`src/bmsp_cfg.svh`:
```
// Constants of the battery monitor serial frame port.
// Assumes inclusion by bare name from design files under src/.
`ifndef BMSP_CFG_SVH
`define BMSP_CFG_SVH

// ---------------------------------------------------------------
// Frame geometry
// ---------------------------------------------------------------
`define BMSP_FRAME_BITS 6'h20
// Bit counts at which the outbound and inbound CRC spans end
`define BMSP_TX_CRC_BITS 6'h16
`define BMSP_RX_CRC_BITS 6'h15
`define BMSP_TX_CRC_END 6'h1e
`define BMSP_DEV_HI 31
`define BMSP_DEV_LO 27
`define BMSP_REG_HI 26
`define BMSP_REG_LO 21
`define BMSP_DAT_HI 20
`define BMSP_DAT_LO 13
`define BMSP_ALL_BIT 12
`define BMSP_ZERO_BIT 11
`define BMSP_WCRC_HI 10
`define BMSP_WCRC_LO 3
`define BMSP_TRL_HI 2
`define BMSP_TRL_LO 0
`define BMSP_TRAILER 3'h2
`define BMSP_CH_HI 26
`define BMSP_CH_LO 23
`define BMSP_RES_HI 22
`define BMSP_RES_LO 11
`define BMSP_ACK_BIT 10
`define BMSP_RCRC_HI 9
`define BMSP_RCRC_LO 2

// ---------------------------------------------------------------
// Reset values, register addresses and CRC
// ---------------------------------------------------------------
`define BMSP_DEV_RST 5'h00
`define BMSP_RDSEL_RST 6'h00
`define BMSP_CTRL_HI_ADDR 6'h0d
`define BMSP_RDSEL_ADDR 6'h0e
`define BMSP_CRC_POLY 8'h2f
`define BMSP_CRC_INIT 8'h00

`endif

```
`src/bmsp_pkg.sv`:
```
// Types of the battery monitor serial frame port.
// Assumes the constants header is compiled alongside.
package bmsp_pkg;
  // Frame engine state
  typedef enum logic [1:0] {
    BMSP_IDLE = 2'b00,
    BMSP_SHIFT = 2'b01,
    BMSP_DONE = 2'b10
  } bmsp_state_t;
endpackage : bmsp_pkg

```
`src/bmsp_port.sv`:
```
// Serial command/response frame port of a stackable cell monitor.
// Assumes the link pins arrive asynchronous to ref_clk, which runs
// well above the serial clock so every edge is seen after sync.
`timescale 1ns/1ps
`include "bmsp_cfg.svh"

// Functional notes
// - Link runs mode 1: clock idles low, data captured on trailing edge.
// - Inbound data bits are sampled on the serial clock falling edge.
// - Outbound data bits are launched on the serial clock rising edge.
// - Only 32-bit frames; bit counter cleared on every select rising edge. Counter stops at 32, so longer frames act on their first 32 bits.
// - Valid write to control upper byte starts conversion at select rise.
// - Write frame: dev 31..27, reg 26..21, data 20..13, all, 0, CRC, trailer.
// - Device holds a 5-bit stack address, zero after power-up.
// - Device address travels LSB first; other fields MSB first.
// - Bit 12 set makes every device apply the write, address zero.
// - CRC over bits 31..11 checked; mismatch means no write.
// - Trailer bits 2..0 must equal 010 or the write is dropped.
// - Write data is one 8-bit value.
// - Conversion response: dev, channel, 12-bit result, ack, CRC, zeros.
// - Register response: dev, reg, data, zeros, ack, CRC, zeros.
// - Response CRC over bits 31..10 placed in bits 9..2.
// - Next response ack shows whether the last write aimed at this device executed.
// - Conversion field holds a 12-bit cell, auxiliary or self-test result.
// - Register response data is contents of the previously selected register.
// - One 32-bit write updates any register of any stacked device.
// - Nonzero read select gives register responses; zero gives conversions.
// - Ack passes down the chain with both zero and nonzero read select.
module bmsp_port (
  // Clock and reset
  input wire logic ref_clk,
  input wire logic nrst,
  // Serial link pins
  input wire logic selN,
  input wire logic sclk,
  input wire logic sdi,
  output logic sdo,
  output logic sdoOe,
  // Conversion data source
  input wire logic [3:0] convChannel,
  input wire logic [11:0] convResult,
  output logic convNext,
  // Register file access
  output logic wrStrobe,
  output logic [5:0] wrAddr,
  output logic [7:0] wrData,
  input wire logic [7:0] rdData,
  output logic [5:0] rdSel,
  // Device identity and events
  input wire logic [4:0] devAddrIn,
  input wire logic devAddrLoad,
  output logic [4:0] devAddr,
  output logic convStart,
  output logic writeAck
);
  typedef struct packed {
    logic [2:0] selSync;
    logic [2:0] sclkSync;
    logic [1:0] sdiSync;
    bmsp_pkg::bmsp_state_t state;
    logic [5:0] bitCnt;
    logic [31:0] rxShift;
    logic [31:0] txShift;
    logic [7:0] txCrc;
    logic txCrcIns;
    logic sdo;
    logic sdoOe;
    logic convNext;
    logic wrStrobe;
    logic [5:0] wrAddr;
    logic [7:0] wrData;
    logic [5:0] rdSel;
    logic [4:0] devAddr;
    logic convStart;
    logic ack;
    logic pendStart;
  } bmsp_port_state_t;

  bmsp_port_state_t st_reg;
  bmsp_port_state_t st_next;

  logic selLow;
  logic selFall;
  logic selRise;
  logic sclkRise;
  logic sclkFall;
  logic rxBit;
  logic [7:0] rxCrc;
  logic [7:0] txCrcCalc;
  logic txCrcBit;
  logic [31:0] respFrame;

  // ---------------------------------------------------------------
  // Pin edge detection on the second and third sync stages
  // ---------------------------------------------------------------
  // Stage 0 feeds stage 1 only; edges compare stages 1 and 2
  assign selLow = !st_reg.selSync[1];
  assign selFall = st_reg.selSync[2] && !st_reg.selSync[1];
  assign selRise = !st_reg.selSync[2] && st_reg.selSync[1];
  assign sclkRise = !st_reg.sclkSync[2] && st_reg.sclkSync[1];
  assign sclkFall = st_reg.sclkSync[2] && !st_reg.sclkSync[1];
  assign rxBit = st_reg.sdiSync[1];

  // Bit-reverse helper for the LSB-first device address
  function automatic logic [4:0] bmsp_rev5(input logic [4:0] v);
    bmsp_rev5 = {v[0], v[1], v[2], v[3], v[4]};
  endfunction : bmsp_rev5

  // ---------------------------------------------------------------
  // Response frame build (CRC field filled in while shifting)
  // ---------------------------------------------------------------
  always_comb begin
    respFrame = '0;
    respFrame[`BMSP_DEV_HI:`BMSP_DEV_LO] = bmsp_rev5(st_reg.devAddr);
    respFrame[`BMSP_ACK_BIT] = st_reg.ack;
    if (st_reg.rdSel != 6'h00) begin
      respFrame[`BMSP_REG_HI:`BMSP_REG_LO] = st_reg.rdSel;
      respFrame[`BMSP_DAT_HI:`BMSP_DAT_LO] = rdData;
    end else begin
      respFrame[`BMSP_CH_HI:`BMSP_CH_LO] = convChannel;
      respFrame[`BMSP_RES_HI:`BMSP_RES_LO] = convResult;
    end
  end

  // Outbound CRC accumulates bits 31..10 as they leave
  bmsp_crc8 txCrcUnit (
    .ref_clk(ref_clk),
    .nrst(nrst),
    .clear(selFall),
    .bitEn(sclkRise && st_reg.bitCnt < `BMSP_TX_CRC_BITS
           && st_reg.state == bmsp_pkg::BMSP_SHIFT),
    .bitIn(st_reg.txShift[31]),
    .crc(txCrcCalc)
  );

  // Inbound CRC accumulates bits 31..11 as they arrive
  bmsp_crc8 rxCrcUnit (
    .ref_clk(ref_clk),
    .nrst(nrst),
    .clear(selFall),
    .bitEn(sclkFall && st_reg.bitCnt < `BMSP_RX_CRC_BITS
           && st_reg.state == bmsp_pkg::BMSP_SHIFT),
    .bitIn(rxBit),
    .crc(rxCrc)
  );

  assign txCrcBit = st_reg.txCrc[7];

  // ---------------------------------------------------------------
  // Frame engine
  // ---------------------------------------------------------------
  always_comb begin
    logic frameOk;
    logic addrHit;
    logic [4:0] rxDev;
    frameOk = 1'b0;
    addrHit = 1'b0;
    rxDev = 5'h00;
    st_next = st_reg;
    st_next.selSync = {st_reg.selSync[1:0], selN};
    st_next.sclkSync = {st_reg.sclkSync[1:0], sclk};
    st_next.sdiSync = {st_reg.sdiSync[0], sdi};
    st_next.wrStrobe = 1'b0;
    st_next.convStart = 1'b0;
    st_next.convNext = 1'b0;
    // Strap-style address load from the chain logic after lock
    if (devAddrLoad) begin
      st_next.devAddr = devAddrIn;
    end
    unique case (st_reg.state)
      bmsp_pkg::BMSP_IDLE: begin
        st_next.sdoOe = 1'b0;
        if (selFall) begin
          st_next.state = bmsp_pkg::BMSP_SHIFT;
          st_next.bitCnt = 6'h00;
          st_next.txShift = respFrame;
          st_next.txCrcIns = 1'b0;
          st_next.sdoOe = 1'b1;
          st_next.sdo = 1'b0;
        end
      end
      bmsp_pkg::BMSP_SHIFT: begin
        // Launch on rise; first rise presents bit 31
        if (sclkRise) begin
          if (st_reg.bitCnt == `BMSP_TX_CRC_BITS && !st_reg.txCrcIns) begin
            st_next.txCrc = txCrcCalc;
            st_next.txCrcIns = 1'b1;
          end
          if (st_reg.bitCnt >= `BMSP_TX_CRC_BITS && st_reg.bitCnt < `BMSP_TX_CRC_END) begin
            st_next.sdo = (st_reg.bitCnt == `BMSP_TX_CRC_BITS) ? txCrcCalc[7] : txCrcBit;
            st_next.txCrc = (st_reg.bitCnt == `BMSP_TX_CRC_BITS) ?
                            {txCrcCalc[6:0], 1'b0} : {st_reg.txCrc[6:0], 1'b0};
          end else begin
            st_next.sdo = st_reg.txShift[31];
          end
          st_next.txShift = {st_reg.txShift[30:0], 1'b0};
        end
        // Capture on fall
        if (sclkFall && st_reg.bitCnt < `BMSP_FRAME_BITS) begin
          st_next.rxShift = {st_reg.rxShift[30:0], rxBit};
          st_next.bitCnt = st_reg.bitCnt + 6'h01;
        end
        if (selRise) begin
          st_next.state = bmsp_pkg::BMSP_DONE;
          st_next.sdoOe = 1'b0;
        end
      end
      bmsp_pkg::BMSP_DONE: begin
        st_next.state = bmsp_pkg::BMSP_IDLE;
        st_next.bitCnt = 6'h00;
        if (st_reg.bitCnt == `BMSP_FRAME_BITS) begin
          rxDev = bmsp_rev5(st_reg.rxShift[`BMSP_DEV_HI:`BMSP_DEV_LO]);
          addrHit = st_reg.rxShift[`BMSP_ALL_BIT] || (rxDev == st_reg.devAddr);
          frameOk = (st_reg.rxShift[`BMSP_WCRC_HI:`BMSP_WCRC_LO] == rxCrc)
                 && (st_reg.rxShift[`BMSP_TRL_HI:`BMSP_TRL_LO] == `BMSP_TRAILER);
          // Ack reflects the last write aimed at this device
          if (addrHit) begin
            st_next.ack = frameOk;
          end
          if (frameOk && addrHit) begin
            st_next.wrStrobe = 1'b1;
            st_next.wrAddr = st_reg.rxShift[`BMSP_REG_HI:`BMSP_REG_LO];
            st_next.wrData = st_reg.rxShift[`BMSP_DAT_HI:`BMSP_DAT_LO];
            if (st_reg.rxShift[`BMSP_REG_HI:`BMSP_REG_LO] == `BMSP_RDSEL_ADDR) begin
              st_next.rdSel = st_reg.rxShift[`BMSP_DAT_HI:`BMSP_DAT_LO + 2];
            end
            if (st_reg.rxShift[`BMSP_REG_HI:`BMSP_REG_LO] == `BMSP_CTRL_HI_ADDR) begin
              st_next.convStart = 1'b1;
            end
          end
          // Advance conversion stream after a full conversion frame
          st_next.convNext = (st_reg.rdSel == 6'h00);
        end
      end
      default: begin
        st_next.state = bmsp_pkg::BMSP_IDLE;
      end
    endcase
    // Select high always ends a frame, even from idle glitches
    if (!selLow && st_reg.state == bmsp_pkg::BMSP_IDLE) begin
      st_next.sdoOe = 1'b0;
    end
  end

  // ---------------------------------------------------------------
  // State register
  // ---------------------------------------------------------------
  always_ff @(posedge ref_clk or negedge nrst) begin
    if (!nrst) begin
      st_reg <= '0;
      st_reg.selSync <= 3'h7;
      st_reg.devAddr <= `BMSP_DEV_RST;
      st_reg.rdSel <= `BMSP_RDSEL_RST;
      st_reg.state <= bmsp_pkg::BMSP_IDLE;
    end else begin
      st_reg <= st_next;
    end
  end

  // Outputs straight from the state register
  assign sdo = st_reg.sdo;
  assign sdoOe = st_reg.sdoOe;
  assign convNext = st_reg.convNext;
  assign wrStrobe = st_reg.wrStrobe;
  assign wrAddr = st_reg.wrAddr;
  assign wrData = st_reg.wrData;
  assign rdSel = st_reg.rdSel;
  assign devAddr = st_reg.devAddr;
  assign convStart = st_reg.convStart;
  assign writeAck = st_reg.ack;
endmodule : bmsp_port

```
`src/bmsp_crc8.sv`:
```
// Bitwise CRC-8 step over a serial stream, MSB first.
// Assumes the caller clears it at frame start and gates it per bit.
`timescale 1ns/1ps
`include "bmsp_cfg.svh"

module bmsp_crc8 (
  // Clock and reset
  input wire logic ref_clk,
  input wire logic nrst,
  // Stream
  input wire logic clear,
  input wire logic bitEn,
  input wire logic bitIn,
  // Result
  output logic [7:0] crc
);
  typedef struct packed {
    logic [7:0] crc;
  } bmsp_crc_state_t;

  bmsp_crc_state_t st_reg;
  bmsp_crc_state_t st_next;

  // ---------------------------------------------------------------
  // Linear feedback step
  // ---------------------------------------------------------------
  always_comb begin
    st_next = st_reg;
    if (clear) begin
      st_next.crc = `BMSP_CRC_INIT;
    end else if (bitEn) begin
      st_next.crc = {st_reg.crc[6:0], 1'b0} ^
                    ((st_reg.crc[7] ^ bitIn) ? `BMSP_CRC_POLY : 8'h00);
    end
  end

  always_ff @(posedge ref_clk or negedge nrst) begin
    if (!nrst) begin
      st_reg <= '0;
    end else begin
      st_reg <= st_next;
    end
  end

  assign crc = st_reg.crc;
endmodule : bmsp_crc8

```
`config.mk`:
```
export PLATFORM = sky130hd
export DESIGN_NAME = bmsp_port
export DESIGN_NICKNAME = d
export VERILOG_FILES = /design/src/bmsp_pkg.sv /design/src/bmsp_port.sv /design/src/bmsp_crc8.sv
export VERILOG_INCLUDE_DIRS = /design/src /design/src/src
export SDC_FILE = /design/constraint.sdc
export NUM_CORES = 1
export LEC_CHECK = 0
export ABC_CLOCK_PERIOD_IN_PS = 4550
export BUFFER_PORTS_ARGS = -buffer_cell sky130_fd_sc_hd__buf_4
export CORE_MARGIN = 4
export CORE_UTILIZATION = 55
export DETAILED_ROUTE_END_ITERATION = 6
export GPL_ROUTABILITY_DRIVEN = 0
export HOLD_SLACK_MARGIN = 0.02
export PLACE_DENSITY = 0.72
export SYNTH_ARGS = -nofsm -noshare
export SYNTH_HDL_FRONTEND = slang
export SYNTH_SLANG_ARGS = --single-unit
```
`constraint.sdc`:
```
create_clock -name ref_clk -period 4.55 [get_ports ref_clk]
set_clock_uncertainty 0.2 [all_clocks]
set_input_delay 0.91 -clock ref_clk [delete_from_list [all_inputs] [get_ports ref_clk]]
set_output_delay 0.91 -clock ref_clk [all_outputs]
set_load 0.01 [all_outputs]
```
# Word level (Yosys, flattened, before mapping)
# Cells that the tools add are included.
# totals
register_bits,136
input_bits,35
out_inout_bits,31
elab_cells,119
# classes
addsub,1
magnitude_cmp,5
eq_ne,15
muxes,34
n_bitwise,4
reduce_logical,39
# ops
operator,count
$pmux W32 S2,1
$mux W8,7
$mux W22,2
$mux W42,1
$mux W38,1
$mux W32,1
$mux W21,1
$lt A6 B5 Y1 const B,3
$mux W6,3
$pmux W6 S3,1
$xor A8 B8 Y8,2
$reduce_and A3 Y1,5
$logic_and A1 B1 Y1,14
$mux W14,1
$eq A6 B4 Y1 const B,2
$mux W9,1
$eq A8 B8 Y1,1
$mux W2,4
$reduce_and A4 Y1,2
$reduce_bool A2 Y1,4
$mux W1,7
$add A6 B1 Y6 const B,1
$eq A6 B5 Y1 const B,1
$eq A6 B6 Y1 const B,1
other kinds (20),31

# Longest topological paths before layout
# logic_depth
ltp_word,7
ltp_mapped,8
depth_no_buf,7

# Cells and area by module
# A second synthesis with hierarchy kept.
# hier_totals
cells_unflattened,493
hier_area_um2,6024.5
# modules_own_cells
mod,instances,cells_per_inst,area_per_inst_um2,seq_area_each_um2
bmsp_port,1,411,5191.2,2956.6
bmsp_crc8,2,41,416.6,200.2

# Least setup slack after synthesis
# OpenSTA, ideal clock, no wires.
# synth_timing
path_kind,register to register
from,register rxCrcUnit.st_reg (netlist bit rxCrcUnit.crc[1])
to,register rdSel[0] (netlist name)
setup_ps,125
arrival_time_ps,2201
t_required_ps,4225
setup_slack_ps,2024
stages_incl_launch_ff,7
n_path_buf,1
synth_period_minus_slack_ps,2526
cell_sequence,dfrtp_1 xor2_1 nor4_2 or4b_1 or4_1 buf_6 mux2_4
# synth_via
elab_chain_cells,4
# synth_lines
item,line,rtl
start: declaration,bmsp_crc8.sv:21,bmsp_crc_state_t st_reg;
start signal: assignment,bmsp_crc8.sv:41,st_reg <= st_next;
$eq A8 B8 Y1,bmsp_port.sv:214,frameOk = (st_reg.rxShift[`BMSP_WCRC_HI:`BMSP_WCRC_LO] == rxCrc)
$logic_and A1 B1 Y1,bmsp_port.sv:214,
$logic_and A1 B1 Y1,bmsp_port.sv:220,if (frameOk && addrHit) begin
$reduce_and A4 Y1 (no source line),--,
# Every way passes these cells.
# A chain may end at the register's enable or synchronous reset.

# Worst setup path after layout
# layout_timing
from,register rxCrcUnit.st_reg (netlist bit rxCrcUnit.crc[1])
to,register st_reg (netlist bit wrAddr[5])
# layout_via
elab_chain_cells,4
# layout_lines
item,line,rtl
$eq A8 B8 Y1,bmsp_port.sv:214,
$logic_and A1 B1 Y1,bmsp_port.sv:214,
$logic_and A1 B1 Y1,bmsp_port.sv:220,
$reduce_and A3 Y1 (no source line),--,
end signal: assignment,bmsp_port.sv:256,st_reg <= st_next;
end: declaration,bmsp_port.sv:79,bmsp_port_state_t st_reg;
# Every way passes these cells.

==> results by group <==
STA
  – Final Max Tran Viols: 0
  – Unrepaired setup endpoints after global routing: false
  – Worst hold margin: 0.148 ns
  – Setup TNS: 0 ns
  – Final setup vio count: 0
  – Slew Limit Headroom: 34.8%
  – Final min period: 2.79 ns
  – Final period util: 61.4%
  – Final hold violations: 0
  – Worst slew pin tran: 0.973 ns
  – Max Fclk: 358 MHz
  – Worst setup margin: 1.76 ns

Power
  – Combinational share of power: 11.7%
  – Switching part of the total: 24.6%
  – Clock network power share: 42.5%
  – Total power: 0.00315 W
  – Sw power: 0.000774 W
  – Int Power: 0.00238 W
  – Leak: 3.38 nW
  – Peak VDD IR: 0.330 mV
  – Pwr Density: 459 mW/mm^2
  – Reg power frac: 45.8%

Floorplan
  – Chip width: 111 um
  – Initial Util: 56.5%
  – Core area: 0.0104 mm^2
  – # IOs: 66
  – Die area: 0.0124 mm^2
  – Die height: 111 um
  – Row count: 37

GRT
  – Total GRT Usage: 19.5%
  – Initial antenna violation count: 0
  – First-pass GRT wire length: 19200 um
  – Gr ovfl total: 0
  – Largest net degree at the start of global routing: 68
  – Vias in the first global route: 3863

Final layout
  – Layout Nets: 548
  – Largest register FFs: 81
  – # diodes: 0
  – Area growth from synthesis to layout: 17.2%
  – Final Non-Filler Cells: 658
  – Layout cell share with drive strength beyond 1: 30.8%

Critical path
  – WP data arrival: 2.99 ns
  – CP required: 4.75 ns
  – Critical path type: reg2reg
  – CP Launch Type: flip-flop
  – CP Capture Type: flip-flop
  – Maximum fanout along the worst path: 15

Run
  – Max_cap viols: 0

Logic synthesis
  – Synthesized flop and latch total: 134
  – Synth Warn #: 0
  – Synth area leader: dfrtp_1
  – Simple-Gate Fraction of Synth Area: 7.30%
  – Syn Std Cell Area: 0.00586 mm^2
  – Count of cell types in the netlist: 51
  – Post-Syn Instances: 467
  – Area contributors post-synth: dfrtp_1 56%, mux2_2 7.3%, mux2_4 3.8%
  – Mux contribution to synthesized area: 14.8%
  – Syn avg cell area: 12.5 um^2
  – Post-Synth Adder-Cell Area: 0.641%
  – Xor-xnor portion of the synthesized cell area: 3.87%
  – Seq/Total Area, Yosys: 57.3%
  – EDFF count, synth: 0
  – Fraction of registers with async set/reset: 100%
  – Largest family of logic cells by synthesized area: multiplexers
  – Compound-Gate Fraction of Synth Area: 10.8%
  – Top FF cell, synth: dfrtp_1
  – Post-Syn Nets: 505
  – Top-area cell type share of the netlist area: 55.9%

Routing
  – Final WL: 11300 um
  – DRC Markers: 0
  – WL/cell: 17.1 um
  – Vias post-DR: 3636
  – Detailed Routing Iterations Pass 1: 5
  – Initial DRC Count: 211
  – Routed Antenna Nets: 0
  – Vias/cell: 5.53

Clock tree
  – CTS Buf Count: 17
  – Root Buffer: clkbuf_8
  – H-tree Lvls: 4
  – Clk sinks: 134
  – Postcts setup bufs: 0
  – Hold Buf Count CTS: 0
  – Clock Tree Buf Depth: 2
  – Post-CTS sizing: 0
  – Skew-Pair Late Insertion Delay: 0.52 ns
  – CTS tree: done
  – Clock transition at path regs: 0.06 ns

Status
  – Outcome: complete, no violations

Place
  – Placed Cells: 627
  – Worst slack at placement: 1.73 ns
  – Detailed placement HPWL: 7440 um
  – Count of buffers from port buffering: 65

Hold path
  – HP Class: reg2reg
final timing paths:
kind                                  start    endpoint  slack, ns  depth (start not counted)
max                        rxCrcUnit.crc[1]   wrAddr[5]       1.76                          5
min                            st_next[114]       rxBit       0.15                          0
max reg2reg                rxCrcUnit.crc[1]   wrAddr[5]       1.76                          5
min reg2reg                    st_next[114]       rxBit       0.15                          0
max in group asynchronous              nrst   wrAddr[1]       3.08                          2
min in group asynchronous              nrst  st_reg[37]       0.18                          1
power groups by stage:
| stage | Clock, W | Sequential (W) | Combinational, W |
|---|---|---|---|
| after global routing | 0.00142 | 0.00146 | 0.000419 |
| after floorplan | 0 | 0.00143 | 0.000267 |
| after global placement | 0 | 0.00145 | 0.000360 |
| after CTS | 0.00136 | 0.00144 | 0.000375 |
| after detailed placement | 0 | 0.00146 | 0.000370 |
| final | 0.00134 | 0.00144 | 0.000370 |
logic make-up after synthesis:
| logic type | Yosys count |
|---|---|
| DFF | 134 |
| xor gates and xnor gates | 25 |
| buffers and inverters | 52 |
| AOI/OAI and AO/OA | 96 |
| and+or+nand+nor | 83 |
| adders and majority gates | 3 |
| muxes | 74 |
critical path, cell delays in order (launching register included):
cell	delay, ns
dfrtp_1	0.41
xor2_1	0.18
nor4_2	0.31
or4b_1	0.47
or3_1	0.67
mux2_1	0.44
per-stage QoR:
stage | util [%] | instance area, um^2
floorplan | - | 5860
global placement | 60.6 | 6290
detailed placement | 60.6 | 6290
CTS | 66.2 | 6870
global route | 66.2 | 6870
finish | 66.2 | 6870
cell usage after synthesis (2+ instances only):
cell and count:
nand3_1 4, clkbuf_1 17, buf_6 2, nor2_1 23, mux2_4 15, o21ai_1 8
nor4b_1 2, a22oi_1 14, mux2_2 38, ha_1 3, mux2i_1 16, dfstp_2 3
a22o_1 23, nand2_1 25, o21ai_0 26, and2_1 2, dfrtp_1 131, xor2_1 14
nor3b_1 2, or3_1 2, nand2b_1 4, a222oi_1 2, or2_2 2, buf_1 2
mux2_1 5, a31oi_1 2, inv_1 5, nand4_1 3, buf_4 25, and3_1 2
xnor2_1 10, nor3_1 3, a21oi_1 14
cell type report:
cell class / count / area [um^2]
fill: 768 / 3500
sequential: 134 / 3360
multi-input combinational: 281 / 2210
timing repair buffer: 71 / 537
clock buffer: 23 / 457
tap: 136 / 170
clock inverter: 8 / 124
inverter: 5 / 18.8
cell usage in the layout, fill, tap and decap left out, types with 3 or more instances in the layout:
cell type | Yosys | layout
ha_1 | 3 | 3
nor2_1 | 23 | 23
nand2_1 | 25 | 25
mux2i_1 | 16 | 16
mux2_4 | 15 | 15
inv_1 | 5 | 5
nand2b_1 | 4 | 4
mux2_2 | 38 | 38
a22o_1 | 23 | 23
dfrtp_1 | 131 | 131
nand4_1 | 3 | 3
nor3_1 | 3 | 3
a21oi_1 | 14 | 14
xnor2_1 | 10 | 10
xor2_1 | 14 | 14
o21ai_1 | 8 | 8
dfstp_2 | 3 | 3
buf_4 | 25 | 70
clkbuf_1 | 17 | 4
mux2_1 | 5 | 5
bufinv_16 | 0 | 3
a22oi_1 | 14 | 14
clkbuf_8 | 0 | 3
nand3_1 | 4 | 4
o21ai_0 | 26 | 26
clkbuf_16 | 0 | 16
routing by layer:
| layer | up-vias | wire, um | GRT usage [%] |
|---|---|---|---|
| li1 | 1720 | - | - |
| met1 | 1821 | 5280 | 26.8 |
| met2 | 78 | 5330 | 29.2 |
| met3 | 17 | 461 | 6.60 |
| met4 | 0 | 176 | 6.57 |
| met5 | - | 0 | 0 |
Power figures use the tool's default switching activity.
